===== config.mk =====
export PLATFORM = sky130hd
export DESIGN_NAME = ppg_top
export DESIGN_NICKNAME = d
export VERILOG_FILES = /design/src/ppg_pkg.sv /design/src/ppg_idle_counter.sv /design/src/ppg_top.sv
export SDC_FILE = /design/constraint.sdc
export NUM_CORES = 1
export LEC_CHECK = 0
export BUFFER_PORTS_ARGS = -buffer_cell sky130_fd_sc_hd__buf_2
export CAP_MARGIN = 0
export CORE_ASPECT_RATIO = 1.2
export CORE_UTILIZATION = 48
export CTS_BUF_LIST = sky130_fd_sc_hd__clkbuf_4
export DETAILED_ROUTE_END_ITERATION = 8
export PLACE_DENSITY = 0.79
export SETUP_SLACK_MARGIN = 0.4
export SYNTH_ARGS = -nofsm -noshare
export SYNTH_HDL_FRONTEND = slang
export SYNTH_SLANG_ARGS = --single-unit

===== constraint.sdc =====
create_clock -name clk_sys_i -period 3.65 [get_ports clk_sys_i]
set_clock_uncertainty 0.15 [all_clocks]
set_input_delay 0.365 -clock clk_sys_i [delete_from_list [all_inputs] [get_ports clk_sys_i]]
set_output_delay 0.365 -clock clk_sys_i [all_outputs]
set_load 0.01 [all_outputs]

===== src/ppg_pkg.sv =====
// constants for the logic-array power gating and reset status block
// assumes one 100 MHz system clock; all figures below except IDLE_LIMIT, which counts module clock edges, are referred to it
package ppg_pkg;
    localparam int unsigned CLK_PERIOD_NS = 10;
    // recovery time after any reset release (minimum, rounded up)
    localparam int unsigned OPR_TIME_NS = 200;
    localparam int unsigned OPR_CYCLES = (OPR_TIME_NS + CLK_PERIOD_NS - 1) / CLK_PERIOD_NS;
    localparam int unsigned CFG_LOAD_CYCLES = 16;
    localparam int unsigned IDLE_LIMIT = 15;
    localparam int unsigned CNT_W = 5;

    // register map, byte offsets
    localparam logic [7:0] OFS_POWER_MGMT_FIRST = 8'h00;
    localparam logic [7:0] OFS_STROBE_GATE = 8'h08;
    localparam logic [7:0] OFS_MEM_MAP = 8'h10;
    localparam logic [7:0] OFS_STATUS = 8'h14;

    // field positions
    localparam int unsigned BIT_AUTO_PD = 1;
    localparam int unsigned BIT_GATE_WR = 2;
    localparam int unsigned BIT_GATE_RD = 3;
    localparam int unsigned BIT_GATE_PROGRAM_STORE_ENABLE = 4;
    localparam int unsigned BIT_GATE_ALE = 5;
    localparam int unsigned BIT_CODE_SOURCE = 0;
    localparam int unsigned BIT_PERIPH_MODE = 1;

    // writable bits and values after reset
    localparam logic [7:0] PMC_FIRST_MASK = 8'h3a;
    localparam logic [7:0] STROBE_GATE_MASK = 8'h3c;
    localparam logic [7:0] PMC_RESET = 8'h00;
    localparam logic [7:0] MAP_CLEAR_MASK = 8'hfc;
    // idle levels of {warm, cs_n, program_store_enable_n, rd_n, wr_n, ale, module clock}
    localparam logic [6:0] PIN_IDLE = 7'h3c;

    // gray codes along cfg -> recover -> run -> power-down
    typedef enum logic [2:0] {
        ST_CFG = 3'h0,
        ST_RECOVER = 3'h1,
        ST_RUN = 3'h3,
        ST_PDOWN = 3'h2,
        ST_WRST = 3'h6
    } ppg_state_t;
endpackage


===== src/ppg_idle_counter.sv =====
// idle counter that raises the power-down request
// assumes tick_i is a one-cycle pulse per rising edge of the module input clock
`timescale 1ns/10ps
module ppg_idle_counter
(
    // clock and reset
    input wire logic clk_sys_i,
    input wire logic rst_i,
    // control
    input wire logic enable_i,
    input wire logic clear_i,
    input wire logic tick_i,
    // result
    output logic power_down_request_o
);
    logic [3:0] cnt_r;
    logic [3:0] cnt_nxt;

    always_comb
    begin
        cnt_nxt = cnt_r;
        if (!enable_i || clear_i)
            cnt_nxt = 4'h0;
        else if (tick_i && cnt_r != 4'(ppg_pkg::IDLE_LIMIT))
            cnt_nxt = cnt_r + 4'h1;
    end

    always_ff @(posedge clk_sys_i or posedge rst_i)
    begin
        if (rst_i)
            cnt_r <= 4'h0;
        else
            cnt_r <= cnt_nxt;
    end

    assign power_down_request_o = (cnt_r == 4'(ppg_pkg::IDLE_LIMIT));
endmodule


===== src/ppg_top.sv =====
// power gating of core strobes into the logic array, idle power-down and reset status
// assumes strobe, chip-select, warm-reset and module clock pins are asynchronous;
// rst_i is the power-on reset, registers are reached over a plain strobe port
//
// The address map and strobed register access were left to the implementer.
`timescale 1ns/10ps
module ppg_top
#(
    parameter logic [7:0] MAP_CONFIG = 8'h00
)
(
    // clock and power-on reset
    input wire logic clk_sys_i,
    input wire logic rst_i,
    // register port
    input wire logic [7:0] reg_addr_i,
    input wire logic [7:0] reg_wdata_i,
    input wire logic reg_wr_i,
    input wire logic reg_rd_i,
    output logic [7:0] reg_rdata_o,
    // pins from the core and board
    input wire logic warm_rst_i,
    input wire logic module_input_clock_i,
    input wire logic ale_i,
    input wire logic wr_n_i,
    input wire logic rd_n_i,
    input wire logic program_store_enable_n_i,
    input wire logic chip_sel_n_i,
    // strobes seen by the logic array
    output logic array_wr_n_o,
    output logic array_rd_n_o,
    output logic array_program_store_enable_n_o,
    output logic array_ale_o,
    output logic array_addr_block_o,
    // flash control
    input wire logic flash_busy_i,
    output logic flash_sm_reset_o,
    output logic flash_abort_o,
    output logic flash_read_mode_o,
    // status and port control
    output logic power_down_o,
    output logic mem_access_ok_o,
    output logic logic_valid_o,
    output logic macrocell_clear_o,
    output logic core_io_input_mode_o,
    output logic addr_out_tristate_o,
    output logic periph_tristate_o
);
    localparam int unsigned NSYNC = 7;

    logic [NSYNC-1:0] pins;
    logic [NSYNC-1:0] sync1_r;
    logic [NSYNC-1:0] sync2_r;
    logic [NSYNC-1:0] prev_r;
    logic clk_s, ale_s, wr_n_s, rd_n_s, program_store_enable_n_s, cs_n_s, warm_s;
    logic clk_tick, ale_toggle, power_down_request;

    ppg_pkg::ppg_state_t state_r, state_nxt;
    logic [ppg_pkg::CNT_W-1:0] cnt_r, cnt_nxt;
    logic [7:0] pmc_first_r, pmc_first_nxt;
    logic [7:0] strobe_gate_r, strobe_gate_nxt;
    logic [7:0] map_r, map_nxt;
    logic [7:0] rdata_r, rdata_nxt;
    logic [3:0] array_r, array_nxt;
    logic abort_r, abort_nxt;
    logic read_mode_r, read_mode_nxt;
    logic in_reset, in_reset_nxt;

    assign pins = {warm_rst_i, chip_sel_n_i, program_store_enable_n_i, rd_n_i, wr_n_i,
                   ale_i, module_input_clock_i};

    // every pin gets its own two-stage synchroniser; the third stage feeds edge detection
    genvar gi;
    generate
        for (gi = 0; gi < NSYNC; gi++)
        begin : g_sync
            always_ff @(posedge clk_sys_i or posedge rst_i)
            begin
                if (rst_i)
                begin
                    // park at idle levels so release shows no false strobe or edge
                    sync1_r[gi] <= ppg_pkg::PIN_IDLE[gi];
                    sync2_r[gi] <= ppg_pkg::PIN_IDLE[gi];
                    prev_r[gi] <= ppg_pkg::PIN_IDLE[gi];
                end
                else
                begin
                    sync1_r[gi] <= pins[gi];
                    sync2_r[gi] <= sync1_r[gi];
                    prev_r[gi] <= sync2_r[gi];
                end
            end
        end
    endgenerate

    assign {warm_s, cs_n_s, program_store_enable_n_s, rd_n_s, wr_n_s, ale_s, clk_s} = sync2_r;
    assign clk_tick = clk_s && !prev_r[0];
    assign ale_toggle = ale_s ^ prev_r[1];

    // idle counter runs only while the module is up; any wake cause clears it
    ppg_idle_counter u_idle
    (
        .clk_sys_i(clk_sys_i),
        .rst_i(rst_i),
        .enable_i(pmc_first_r[ppg_pkg::BIT_AUTO_PD]),
        .clear_i(ale_toggle || !cs_n_s || warm_s || in_reset),
        .tick_i(clk_tick),
        .power_down_request_o(power_down_request)
    );

    // reset sequencing
    always_comb
    begin
        state_nxt = state_r;
        cnt_nxt = cnt_r;
        unique case (state_r)
            ppg_pkg::ST_CFG:
            begin
                cnt_nxt = cnt_r + 1'b1;
                if (cnt_r == ppg_pkg::CNT_W'(ppg_pkg::CFG_LOAD_CYCLES - 1))
                begin
                    state_nxt = ppg_pkg::ST_RECOVER;
                    cnt_nxt = '0;
                end
            end
            ppg_pkg::ST_RECOVER:
            begin
                cnt_nxt = cnt_r + 1'b1;
                if (warm_s)
                    state_nxt = ppg_pkg::ST_WRST;
                else if (cnt_r == ppg_pkg::CNT_W'(ppg_pkg::OPR_CYCLES - 1))
                    state_nxt = ppg_pkg::ST_RUN;
            end
            ppg_pkg::ST_RUN:
            begin
                if (warm_s)
                    state_nxt = ppg_pkg::ST_WRST;
                else if (power_down_request)
                    state_nxt = ppg_pkg::ST_PDOWN;
            end
            ppg_pkg::ST_PDOWN:
            begin
                if (warm_s)
                    state_nxt = ppg_pkg::ST_WRST;
                else if (!power_down_request)
                    state_nxt = ppg_pkg::ST_RUN;
            end
            ppg_pkg::ST_WRST:
            begin
                cnt_nxt = '0;
                if (!warm_s)
                    state_nxt = ppg_pkg::ST_RECOVER;
            end
            default:
            begin
                state_nxt = ppg_pkg::ST_CFG;
                cnt_nxt = '0;
            end
        endcase
    end

    assign in_reset = (state_r == ppg_pkg::ST_CFG) || (state_r == ppg_pkg::ST_WRST);
    assign in_reset_nxt = (state_nxt == ppg_pkg::ST_CFG) || (state_nxt == ppg_pkg::ST_WRST);

    // registers, strobe gating and flash side
    always_comb
    begin
        pmc_first_nxt = pmc_first_r;
        strobe_gate_nxt = strobe_gate_r;
        map_nxt = map_r;
        rdata_nxt = 8'h00;
        if (reg_wr_i)
        begin
            unique case (reg_addr_i)
                ppg_pkg::OFS_POWER_MGMT_FIRST:
                    pmc_first_nxt = reg_wdata_i & ppg_pkg::PMC_FIRST_MASK;
                ppg_pkg::OFS_STROBE_GATE:
                    strobe_gate_nxt = reg_wdata_i & ppg_pkg::STROBE_GATE_MASK;
                ppg_pkg::OFS_MEM_MAP:
                    map_nxt = reg_wdata_i;
                default:
                    ;
            endcase
        end
        // warm reset leaves both power registers alone
        if (state_r == ppg_pkg::ST_WRST)
            map_nxt = MAP_CONFIG & ppg_pkg::MAP_CLEAR_MASK;
        if (reg_rd_i)
        begin
            unique case (reg_addr_i)
                ppg_pkg::OFS_POWER_MGMT_FIRST:
                    rdata_nxt = pmc_first_r;
                ppg_pkg::OFS_STROBE_GATE:
                    rdata_nxt = strobe_gate_r;
                ppg_pkg::OFS_MEM_MAP:
                    rdata_nxt = map_r;
                ppg_pkg::OFS_STATUS:
                    rdata_nxt = {3'h0, logic_valid_o, read_mode_r, mem_access_ok_o,
                                 in_reset, power_down_o};
                default:
                    rdata_nxt = 8'h00;
            endcase
        end
        // a cut strobe sits at its inactive level so the array sees no toggling
        array_nxt[0] = strobe_gate_r[ppg_pkg::BIT_GATE_WR] ? 1'b1 : wr_n_s;
        array_nxt[1] = strobe_gate_r[ppg_pkg::BIT_GATE_RD] ? 1'b1 : rd_n_s;
        array_nxt[2] = strobe_gate_r[ppg_pkg::BIT_GATE_PROGRAM_STORE_ENABLE] ? 1'b1 : program_store_enable_n_s;
        array_nxt[3] = strobe_gate_r[ppg_pkg::BIT_GATE_ALE] ? 1'b0 : ale_s;
        abort_nxt = in_reset_nxt && !in_reset && flash_busy_i;
        read_mode_nxt = in_reset_nxt ? 1'b1 : !flash_busy_i;
    end

    always_ff @(posedge clk_sys_i or posedge rst_i)
    begin
        if (rst_i)
        begin
            state_r <= ppg_pkg::ST_CFG;
            cnt_r <= '0;
            pmc_first_r <= ppg_pkg::PMC_RESET;
            strobe_gate_r <= ppg_pkg::PMC_RESET;
            map_r <= MAP_CONFIG & ppg_pkg::MAP_CLEAR_MASK;
            rdata_r <= 8'h00;
            array_r <= 4'h7;
            abort_r <= 1'b0;
            read_mode_r <= 1'b1;
        end
        else
        begin
            state_r <= state_nxt;
            cnt_r <= cnt_nxt;
            pmc_first_r <= pmc_first_nxt;
            strobe_gate_r <= strobe_gate_nxt;
            map_r <= map_nxt;
            rdata_r <= rdata_nxt;
            array_r <= array_nxt;
            abort_r <= abort_nxt;
            read_mode_r <= read_mode_nxt;
        end
    end

    assign reg_rdata_o = rdata_r;
    assign {array_ale_o, array_program_store_enable_n_o, array_rd_n_o, array_wr_n_o} = array_r;
    assign power_down_o = (state_r == ppg_pkg::ST_PDOWN);
    assign array_addr_block_o = power_down_o;
    assign mem_access_ok_o = (state_r == ppg_pkg::ST_RUN);
    assign logic_valid_o = (state_r != ppg_pkg::ST_CFG);
    assign macrocell_clear_o = (state_r == ppg_pkg::ST_CFG);
    assign flash_sm_reset_o = in_reset;
    assign flash_abort_o = abort_r;
    assign flash_read_mode_o = read_mode_r;
    assign core_io_input_mode_o = in_reset;
    assign addr_out_tristate_o = in_reset;
    assign periph_tristate_o = in_reset || power_down_o;
endmodule

==> summary.txt, run 1 <==
Timing
  • Slew @ Worst Pin: just over 0.7 ns
  • Fin crit share: 59.7%
  • Slew Limit Fails: 0
  • Max Fclk: between 400 and 500 MHz
  • Rel. slew slack: 51.4%
  • RSZ-0062 raised after global routing: no
  • Setup_tns: 0 ns
  • Final Hold Viols: 0
  • WHS: 0.0568 ns
  • Post-route minimum period: 2.18 ns
  • Final setup vio count: 0

Global routing
  • Overflow after GRT: 0
  • Largest net degree at the start of global routing: 35
  • GRT Overall Usage: 20.0%
  • First-pass GRT wire length: between 7000 and 8000 um
  • Initial antenna violation count: 0
  • Vias in the first global route: about 1700

Clocking
  • Reg clk slew, reported paths: about 0.09 ns
  • CTS tree: yes
  • CTS sink count: 58
  • Root Buffer: clkbuf_4
  • CTS Buf Count: 9
  • CTS H-Tree Depth: 3
  • Worst skew pair latency: 0.39 ns
  • CTS resizes: 0
  • Max clock buf depth: 2

Yosys
  • Post-Syn Instances: ~220
  • Synth warnings: 0
  • Top_reg_cell synth: dfrtp_1
  • Synth cell types: 47
  • Synthesized flop and latch total: 58
  • Fraction of registers with async set or reset after synthesis: 100%
  • Top cells by count, synth: 46 x dfrtp_1, 23 x nand2_1, 14 x mux2i_1, 12 x dfstp_2
  • Synth area leader: dfrtp_1
  • Syn avg cell area: 11.7 um^2
  • Synth Cell Area: 2550 um^2
  • Post-synth EDFFs: 0
  • Syn Nets: approximately 250
  • Largest cells by area after synthesis: dfrtp_1 45%, dfstp_2 12%, mux2i_1 5.5%, nand2_1 3.4%, mux2_4 2.4%
  • Top-area cell type share of the netlist area: a little under half
  • Top-count cell post-synth: dfrtp_1
  • Sequential fraction of the synthesis area: between 50 and 60%

Routing
  • Wire per inst: 14.2 um
  • Initial DRC Count: between 100 and 150
  • Drc violations: 0
  • Avg Vias per Cell: about 5.3
  • Via count: between 1500 and 2000
  • ANT nets after route: 0
  • First drt pass iteration count: 4
  • Drt total wl: slightly below 5000 um

Critical path
  • Slowest cell on crit path: dfrtp_1
  • Crit-path max FO: 18
  • Reg2Reg Depth: 7
  • Type of origin of the critical path: flip-flop
  • Reg-to-reg critical path startpoint: cnt_r[0]
  • Worst-path cell chain: or3_1, inv_1, buf_2
  • Reg2reg end: state_r[0]
  • Critical Path Max Stage Delay: 0.58 ns
  • Largest delay share family, worst path: flip-flops
  • CP arrival: between 1.5 and 2 ns
  • Worst Path Buf+Inv: 2
  • CP Class: reg2out
  • R2r setup slk: 1.71 ns
  • Worst endpoint required time: around 3.1 ns
  • Critical Path Sink Type: primary output

Hold path
  • HP Class: in2reg
  • Hold path endpoint: map_r[0]
  • Worst Min Path Start: reg_wdata_i[0]
  • Hold Path Cell Cnt: 3

Layout
  • Cell Count, Final, Fillers Out: 340
  • Layout net count: between 300 and 400
  • Area grow syn2layout: 17.9%
  • Final-layout fill cell count: between 400 and 500
  • Share of cells above drive strength 1: a little over a third
  • Ant. Diodes: 0

Placement
  • Dpl hpwl: between 3000 and 4000 um
  • Cells after DPL: 315
  • I/O Buffers: 50
  • Routability Congestion: ~0.80

Floorplan
  • Total core area: 5010 um^2
  • I/O Pins: 51
  • DIE AREA: 5600 um^2
  • Die Wd: 68.5 um
  • Row cnt: 28
  • Die Span Y: just over 80 um
  • Initial Utilization: approximately 51%

Power and ir drop
  • PD cells: roughly 560 nW/um^2
  • Max IR drop VDD: 0.327 mV
  • Leakage: 1.49 nW

Flow run
  • Max-Cap Viols: 0

Run status
  • Run status: completed
## how the worst max path moves through the flow
stage,start,cells after the start,slack (ns),endpoint
6_report,state_r[1],3,1.47,macrocell_clear_o
5_1_grt,state_r[1],2,1.32,array_addr_block_o
4_1_cts,state_r[1],2,1.45,array_addr_block_o
3_5_place_dp,reg_addr_i[5],4,1.43,strobe_gate_r[2]
3_3_place_gp,reg_addr_i[5],4,1.46,strobe_gate_r[3]
2_1_floorplan,reg_addr_i[2],5,1.58,strobe_gate_r[2]
## cells in the final DEF (no fill, tap or decap), drive strengths merged, types with 11 or more instances in the layout
cell type  instances
buf               51
dfrtp             46
nand2             23
mux2i             14
dfstp             12
clkbuf            12
nor2              11
a21oi             11
## metrics by stage
step	setup slack (ns)	instance area, um^2	utilization, %	power (mW)
2_1_floorplan	1.58	2550	-	1.20
3_3_place_gp	1.46	2800	56.0	1.30
3_5_place_dp	1.43	2800	56.0	1.32
4_1_cts	1.45	3000	59.9	1.71
5_1_grt	1.32	3000	59.9	1.83
6_report	1.47	3000	59.9	1.70
## layout make-up
type | instances | area, um^2 | area share [%]
Tap cell | 60 | 75.1 | 2.50
Timing Repair Buffer | 60 | 348 | 11.6
Multi-Input combinational cell | 137 | 971 | 32.3
Sequential cell | 58 | 1470 | 48.8
Inverter | 9 | 33.8 | 1.13
Clock inverter | 4 | 18.8 | 0.625
Clock buffer | 12 | 90.1 | 3.00
## metal layers
metal	vias up	GRT usage (%)	part of all wire [%]
met1	869	24.3	44
met4	0	12.3	2.5
met3	9	5.00	4.5
met2	51	31.3	49
met5	-	0	0
li1	874	-	-
## registers in the layout (all words and copies together), names as in the netlist
name and count:
warm_s 1, reg_rdata_o 8, state_r 3, cs_n_s 1, strobe_gate_r 4, u_idle.cnt_r 4, program_store_enable_n_s 1, rd_n_s 1
pmc_first_r 4, flash_abort_o 1, flash_read_mode_o 1, cnt_r 5, array_r 4, clk_s 1, prev_r 2, map_r 8
ale_s 1, sync1_r 7, wr_n_s 1
## what timing repair did
item / 4_1_cts / 5_1_grt
buffers inserted: 0 / 0
hold buffers: 9 / 0
endpoints found under the hold margin: 33 / 0
## kinds of logic (layout without fill, tap and decap cells)
| group | Yosys count | in the layout | synth area share, % |
|---|---|---|---|
| AO/OA/AOI/OAI | 30 | 30 | 7.86 |
| adder cells (fa/ha/maj) | 4 | 4 | 1.96 |
| AND/OR/NAND/NOR | 78 | 78 | 17.5 |
| multiplexers | 23 | 23 | 10.1 |
| flip-flops | 58 | 58 | 57.6 |
| XOR/XNOR | 2 | 2 | 0.688 |
| buffers and inverters | 22 | 85 | 4.32 |
## worst reg2reg max path: stages (launching register included)
cell      delay, ns
dfrtp_1        0.42
ha_1           0.25
nand3_1        0.13
inv_1          0.06
ha_1           0.17
nand2b_1       0.19
nor3_1         0.09
or3_1          0.38
## power breakdown
group / total (mW) / internal (mW) / switching, mW
sequential: 0.864 / 0.753 / 0.111
clock: 0.379 / 0.158 / 0.222
combinational: 0.451 / 0.211 / 0.240
total: 1.70 / 1.12 / 0.573
Power figures use the tool's default switching activity.
==> run 2: changes to the inputs <==
==> constraint.sdc (replaced) <==
create_clock -name clk_sys_i -period 2.1 [get_ports clk_sys_i]
set_clock_uncertainty 0.15 [all_clocks]
set_input_delay 0.21 -clock clk_sys_i [delete_from_list [all_inputs] [get_ports clk_sys_i]]
set_output_delay 0.21 -clock clk_sys_i [all_outputs]
set_load 0.01 [all_outputs]
==> run 2 against run 1 <==
Worst setup slack got worse by 1.2 ns. Final cell count increased by 9.7%. Largest power group unchanged. Highest routed layer unchanged. Worst hold slack got worse by 0.030 ns. Core utilization increased by 7.5 points. Critical endpoint is now logic_valid_o. Critical path depth decreased by 1. Critical path type unchanged.
==> summary.txt, run 2 (synthesis results as in run 1) <==
Run status
  • Run status: completed

Routing
  • Avg Vias per Cell: 5.27 (-0.56%)
  • ANT nets after route: 0 (unchanged)
  • Drt total wl: 5350 um (+11%)
  • First drt pass iteration count: 4 (unchanged)
  • Drc violations: 0 (unchanged)
  • Wire per inst: 14.4 um (+1.3%)
  • Via count: 1967 (+9.1%)
  • Initial DRC Count: 105 (-30%)

Timing
  • Slew Limit Fails: 0 (unchanged)
  • Setup_tns: 0 ns (unchanged)
  • Final Hold Viols: 0 (unchanged)
  • Post-route minimum period: approximately 1.8 ns
  • RSZ-0062 raised after global routing: yes
  • Max Fclk: around 560 MHz
  • Rel. slew slack: 65.3% (+14 points)
  • Final setup vio count: 0 (unchanged)
  • Slew @ Worst Pin: 0.519 ns (-0.199 ns)
  • Fin crit share: between 80 and 90%

Critical path
  • CP Class: reg2out
  • Worst endpoint required time: 1.74 ns (-1.39 ns)
  • CP endpoint: logic_valid_o
  • R2r setup slk: 0.42 ns (-1.29 ns)
  • Reg2reg end: state_r[0]
  • Type of origin of the critical path: flip-flop
  • Reg2Reg Depth: 4 (-3)
  • CP Launch Point: state_r[0]
  • Reg-to-reg critical path startpoint: u_idle.cnt_r[0]
  • Critical Path Sink Type: primary output
  • CP arrival: 1.42 ns (-0.25 ns)
  • Crit-path max FO: 4 (-14)

Clocking
  • Root Buffer: clkbuf_4
  • Max clock buf depth: 2 (unchanged)
  • CTS Buf Count: 9 (unchanged)
  • CTS H-Tree Depth: 3 (unchanged)
  • CTS tree: yes
  • CTS sink count: 58 (unchanged)
  • Reg clk slew, reported paths: 0.10 ns (about the same)
  • Worst skew pair latency: 0.41 ns (+0.02 ns)

Placement
  • Routability Congestion: 0.847 (+6.5%)
  • Cells after DPL: 320 (+1.6%)
  • I/O Buffers: 50 (unchanged)
  • Dpl hpwl: 3400 um (-0.16%)

Layout
  • Most frequent cells in the layout: 48 x buf_2, 44 x dfrtp_1, 23 x nand2_1
  • Commonest non-fill, non-tap cell in the layout: buf_2
  • Layout net count: 340 (+11%)
  • Layout Utilization: 67.4% (+7.5 points)
  • Share of cells above drive strength 1: 44.1% (+8.7 points)
  • Ant. Diodes: 0 (unchanged)
  • Cell Count, Final, Fillers Out: 373 (+9.7%)
  • Area grow syn2layout: 32.6%

Global routing
  • Initial antenna violation count: 0 (unchanged)
  • Largest net degree at the start of global routing: 36 (+2.9%)
  • Vias in the first global route: 1867 (+10%)
  • GRT Overall Usage: 20.9% (+0.91 points)
  • Overflow after GRT: 0 (unchanged)
  • First-pass GRT wire length: 8280 um (+5.5%)

Floorplan
  • Die Wd: 68.5 um (unchanged)
  • Row cnt: 28 (unchanged)
  • Total core area: 5010 um^2 (unchanged)
  • Die Span Y: 81.8 um (unchanged)
  • I/O Pins: 51 (unchanged)
  • DIE AREA: 5600 um^2 (unchanged)
  • Initial Utilization: 50.8% (unchanged)

Flow run
  • Max-Cap Viols: 0 (unchanged)

Power and ir drop
  • Tot Pwr: 3.34 mW (+97%)
  • PD cells: 989 nW/um^2 (+75%)
  • Max IR drop VDD: 0.546 mV (+67%)
  • Leakage: 1.64 nW (+10%)

Hold path
  • HP Class: in2reg
-- run 2: cell types whose count changed in the layout (fill, tap and decap cells not counted), sizes merged --
cell         before  now
buf              51   75
dlygate4sd3       9   18
clkinvlp          0    4
clkbuf           12    9
inv               9    8
-- run 2: what timing repair did --
item	4_1_cts	5_1_grt
endpoints found under the setup margin	12	13
pin swaps	1	3
endpoints found under the hold margin	47	0
hold buffers	18	0
buffers inserted	14	5
resized for setup	11	8
-- run 2: final cells by class --
cell class / count / area [um^2]
Timing Repair Buffer: 93 / 654
Multi-Input combinational cell: 137 / 1030
Tap cell: 60 / 75.1
Fill cell: 375 / 1630
Clock buffer: 9 / 67.6
Inverter: 9 / 37.5
Sequential cell: 58 / 1470
Clock inverter: 7 / 46.3
-- run 2: worst min path at each step --
stage                        startpoint              to  cells after the start
final                     reg_addr_i[4]  reg_rdata_o[4]                      3
after global routing      reg_addr_i[4]  reg_rdata_o[4]                      3
after CTS                 reg_addr_i[4]  reg_rdata_o[4]                      3
after detailed placement          rst_i      array_r[3]                      2
after global placement            rst_i      array_r[3]                      2
after floorplan                  wr_n_i      sync1_r[2]                      0
-- run 2: routing by layer --
layer,track usage (%),up-vias,share of wire [%]
met5,0,-,0
met4,13.3,0,3.7
met3,5.56,17,4.4
met2,33.6,57,49
met1,24.1,954,43
li1,-,939,-
-- run 2: metrics by stage --
step	hold slack, ns	setup slack [ns]	cell area [um^2]
floorplan	0.0645	0.234	2600
global placement	0.124	0.178	2870
detailed placement	0.129	0.162	2870
CTS	0.0155	0.315	3320
global route	0.0121	0.245	3380
finish	0.0269	0.316	3380
-- run 2: worst max-delay path, cell delays in order (launching register included) --
cell	delay, ns
dfrtp_2	0.45
or3_4	0.41
buf_2	0.15
-- run 2: where the power goes --
group	total [mW]	switching, mW	internal [mW]
logic	1.21	0.584	0.627
registers	1.45	0.141	1.31
clock network	0.676	0.439	0.237
==> run 3: changes to the inputs <==
--- a/config.mk
+++ b/config.mk
@@ -11,7 +11,7 @@
 export CORE_UTILIZATION = 48
 export CTS_BUF_LIST = sky130_fd_sc_hd__clkbuf_4
 export DETAILED_ROUTE_END_ITERATION = 8
-export PLACE_DENSITY = 0.79
+export PLACE_DENSITY = 0.82
 export SETUP_SLACK_MARGIN = 0.4
 export SYNTH_ARGS = -nofsm -noshare
 export SYNTH_HDL_FRONTEND = slang
==> constraint.sdc (replaced) <==
create_clock -name clk_sys_i -period 1.5 [get_ports clk_sys_i]
set_clock_uncertainty 0.15 [all_clocks]
set_input_delay 0.15 -clock clk_sys_i [delete_from_list [all_inputs] [get_ports clk_sys_i]]
set_output_delay 0.15 -clock clk_sys_i [all_outputs]
set_load 0.01 [all_outputs]
==> run 3 against run 2 <==
First-iteration DRC count rose by 93%. Register-to-register slack worse by 0.62 ns. Critical endpoint is now macrocell_clear_o. The run now ends with negative hold slack, negative setup slack left. Worst hold slack got worse by 0.066 ns. Combinational power is 140% higher. Sequential share of layout area fell by 8.6 points. Clock power up 94%. Highest routed layer unchanged. Critical path depth up 1.
==> summary.txt, run 3 (synthesis results as in run 1) <==
Run status
  • Run status: complete, but fails checks
  • Failing checks: negative hold slack, negative setup slack

Global routing
  • Largest net degree at the start of global routing: 27 (-25%)
  • First-pass GRT wire length: 10400 um (+26%)
  • Overflow after GRT: 0 (unchanged)
  • GRT Overall Usage: 26.5% (+5.6 points)
  • Vias in the first global route: 2252 (+21%)
  • Initial antenna violation count: 0 (unchanged)

Routing
  • Drc violations: 0 (unchanged)
  • Via count: 2349 (+19%)
  • Initial DRC Count: 203 (+93%)
  • Met2 Wirelength: 4230 um (+61%)
  • Met3 Wirelength: 486 um (+110%)
  • WL met1: 3300 um (+44%)
  • Wire per inst: 20.3 um (+41%)
  • Avg Vias per Cell: 5.63 (+6.8%)
  • Drt total wl: 8470 um (+58%)
  • ANT nets after route: 0 (unchanged)
  • Highest routed layer: met4
  • First drt pass iteration count: 5 (+1)

Timing
  • RSZ-0062 raised after global routing: yes
  • Setup_tns: -3.72 ns (-3.72 ns)
  • WHS: -0.0390 ns (-0.0660 ns)
  • Final worst slack: -0.286 ns (-0.601 ns)
  • Final Hold Viols: 2 (+2)
  • Rel. slew slack: 73.3% (+8.0 points)
  • Slew Limit Fails: 0 (unchanged)
  • Max Fclk: between 500 and 600 MHz
  • Final setup vio count: 21 (+21)
  • Slew @ Worst Pin: 0.399 ns (-0.120 ns)
  • Post-route minimum period: roughly 1.8 ns
  • Fin crit share: 119%

Critical path
  • Critical Path Sink Type: primary output
  • R2r setup slk: -0.20 ns (-0.62 ns)
  • Crit-path max FO: 5 (+1)
  • Worst endpoint required time: 1.20 ns (-0.54 ns)
  • Reg-to-reg critical path startpoint: cnt_r[1]
  • CP Class: reg2out
  • Reg2Reg Depth: 7 (+3)
  • CP arrival: 1.49 ns (+0.07 ns)
  • Type of origin of the critical path: flip-flop
  • Reg2reg end: state_r[0]

Floorplan
  • Die Wd: 68.5 um (unchanged)
  • Row cnt: 28 (unchanged)
  • Die Span Y: 81.8 um (unchanged)
  • Initial Utilization: 50.8% (unchanged)
  • Total core area: 5010 um^2 (unchanged)
  • DIE AREA: 5600 um^2 (unchanged)
  • I/O Pins: 51 (unchanged)

Layout
  • Area grow syn2layout: 65.2%
  • Share of cells above drive strength 1: 63.6% (+19 points)
  • Ant. Diodes: 0 (unchanged)
  • Commonest non-fill, non-tap cell in the layout: buf_4
  • Most frequent cells in the layout: 45 x buf_4, 43 x dfrtp_1, 36 x buf_2
  • Layout net count: 384 (+13%)

Clocking
  • CTS Buf Count: 9 (unchanged)
  • CTS H-Tree Depth: 3 (unchanged)
  • Cts hold-fix bufs: 17 (-1)
  • CTS sink count: 58 (unchanged)
  • Worst skew pair latency: 0.43 ns (+0.02 ns)
  • Reg clk slew, reported paths: 0.12 ns (+0.02 ns)
  • CTS tree: yes
  • Max clock buf depth: 2 (unchanged)
  • Root Buffer: clkbuf_4

Hold path
  • Hold path endpoint: reg_rdata_o[3]
  • HP Class: in2reg
  • Hold Path Cell Cnt: 4 (+1)
  • Worst Min Path Start: reg_addr_i[7]

Placement
  • I/O Buffers: 50 (unchanged)
  • Routability Congestion: 0.874 (+3.2%)
  • Dpl hpwl: 3990 um (+17%)

Flow run
  • Max-Cap Viols: 0 (unchanged)

Power and ir drop
  • Leakage: 1.98 nW (+21%)
  • Max IR drop VDD: 1.19 mV (+120%)
  • Tot Pwr: 6.28 mW (+88%)
  • PD cells: 1490 nW/um^2 (+51%)
-- run 3: cell types whose count changed in the layout (fill, tap and decap cells not counted), sizes merged --
| cell | delta |
|---|---|
| clkinvlp | +1 |
| buf | +45 |
| clkinv | -3 |
| bufinv | +2 |
| dlygate4sd3 | -1 |
-- run 3: report_power, final --
group | internal, mW | total [mW] | switching [mW]
sequential | 1.84 | 2.09 | 0.245
clock | 0.667 | 1.31 | 0.639
combinational | 1.52 | 2.89 | 1.36
-- run 3: layout make-up --
class	count	area (um^2)
multi-input combinational	137	1290
clock inverter	7	93.8
inverter	9	45.0
timing repair buffer	137	1170
tap	60	75.1
sequential	58	1470
fill	236	801
clock buffer	9	67.6
-- run 3: worst max-delay path, cell delays in order, from the launching register on --
cell and delay (ns):
dfrtp_2 0.47, or3_4 0.43, inv_2 0.07, buf_6 0.09
-- run 3: worst max-delay path by stage --
| stage | startpoint | to | slack, ns | depth (start not counted) |
|---|---|---|---|---|
| finish | state_r[1] | macrocell_clear_o | -0.29 | 3 |
| detailed placement | reg_addr_i[1] | strobe_gate_r[3] | -0.36 | 4 |
| global route | state_r[1] | flash_sm_reset_o | -0.33 | 4 |
| floorplan | reg_addr_i[2] | strobe_gate_r[2] | -0.31 | 5 |
| global placement | reg_addr_i[1] | strobe_gate_r[4] | -0.34 | 4 |
| CTS | state_r[0] | macrocell_clear_o | -0.26 | 3 |
-- run 3: per-layer routing --
metal  GRT usage [%]  vias up
li1                -     1028
met1            31.8     1160
met2            42.5      120
met3            6.67       41
met4            15.2        0
met5               0        -
-- run 3: stage by stage --
step	std cells	util (%)	cell area (um^2)	worst slack (ns)
floorplan	217	-	2800	-0.306
global placement	350	64.9	3250	-0.336
detailed placement	350	64.9	3250	-0.360
CTS	394	76.6	3840	-0.255
global route	417	84.0	4210	-0.335
finish	417	84.0	4210	-0.286
-- run 3: repair_timing --
| action | 4_1_cts | 5_1_grt |
|---|---|---|
| buffers inserted | 11 | 23 |
| pin swaps | 18 | 18 |
| resized for setup | 40 | 52 |
| hold endpoints to repair | 77 | 2 |
| endpoints found under the setup margin | 61 | 60 |
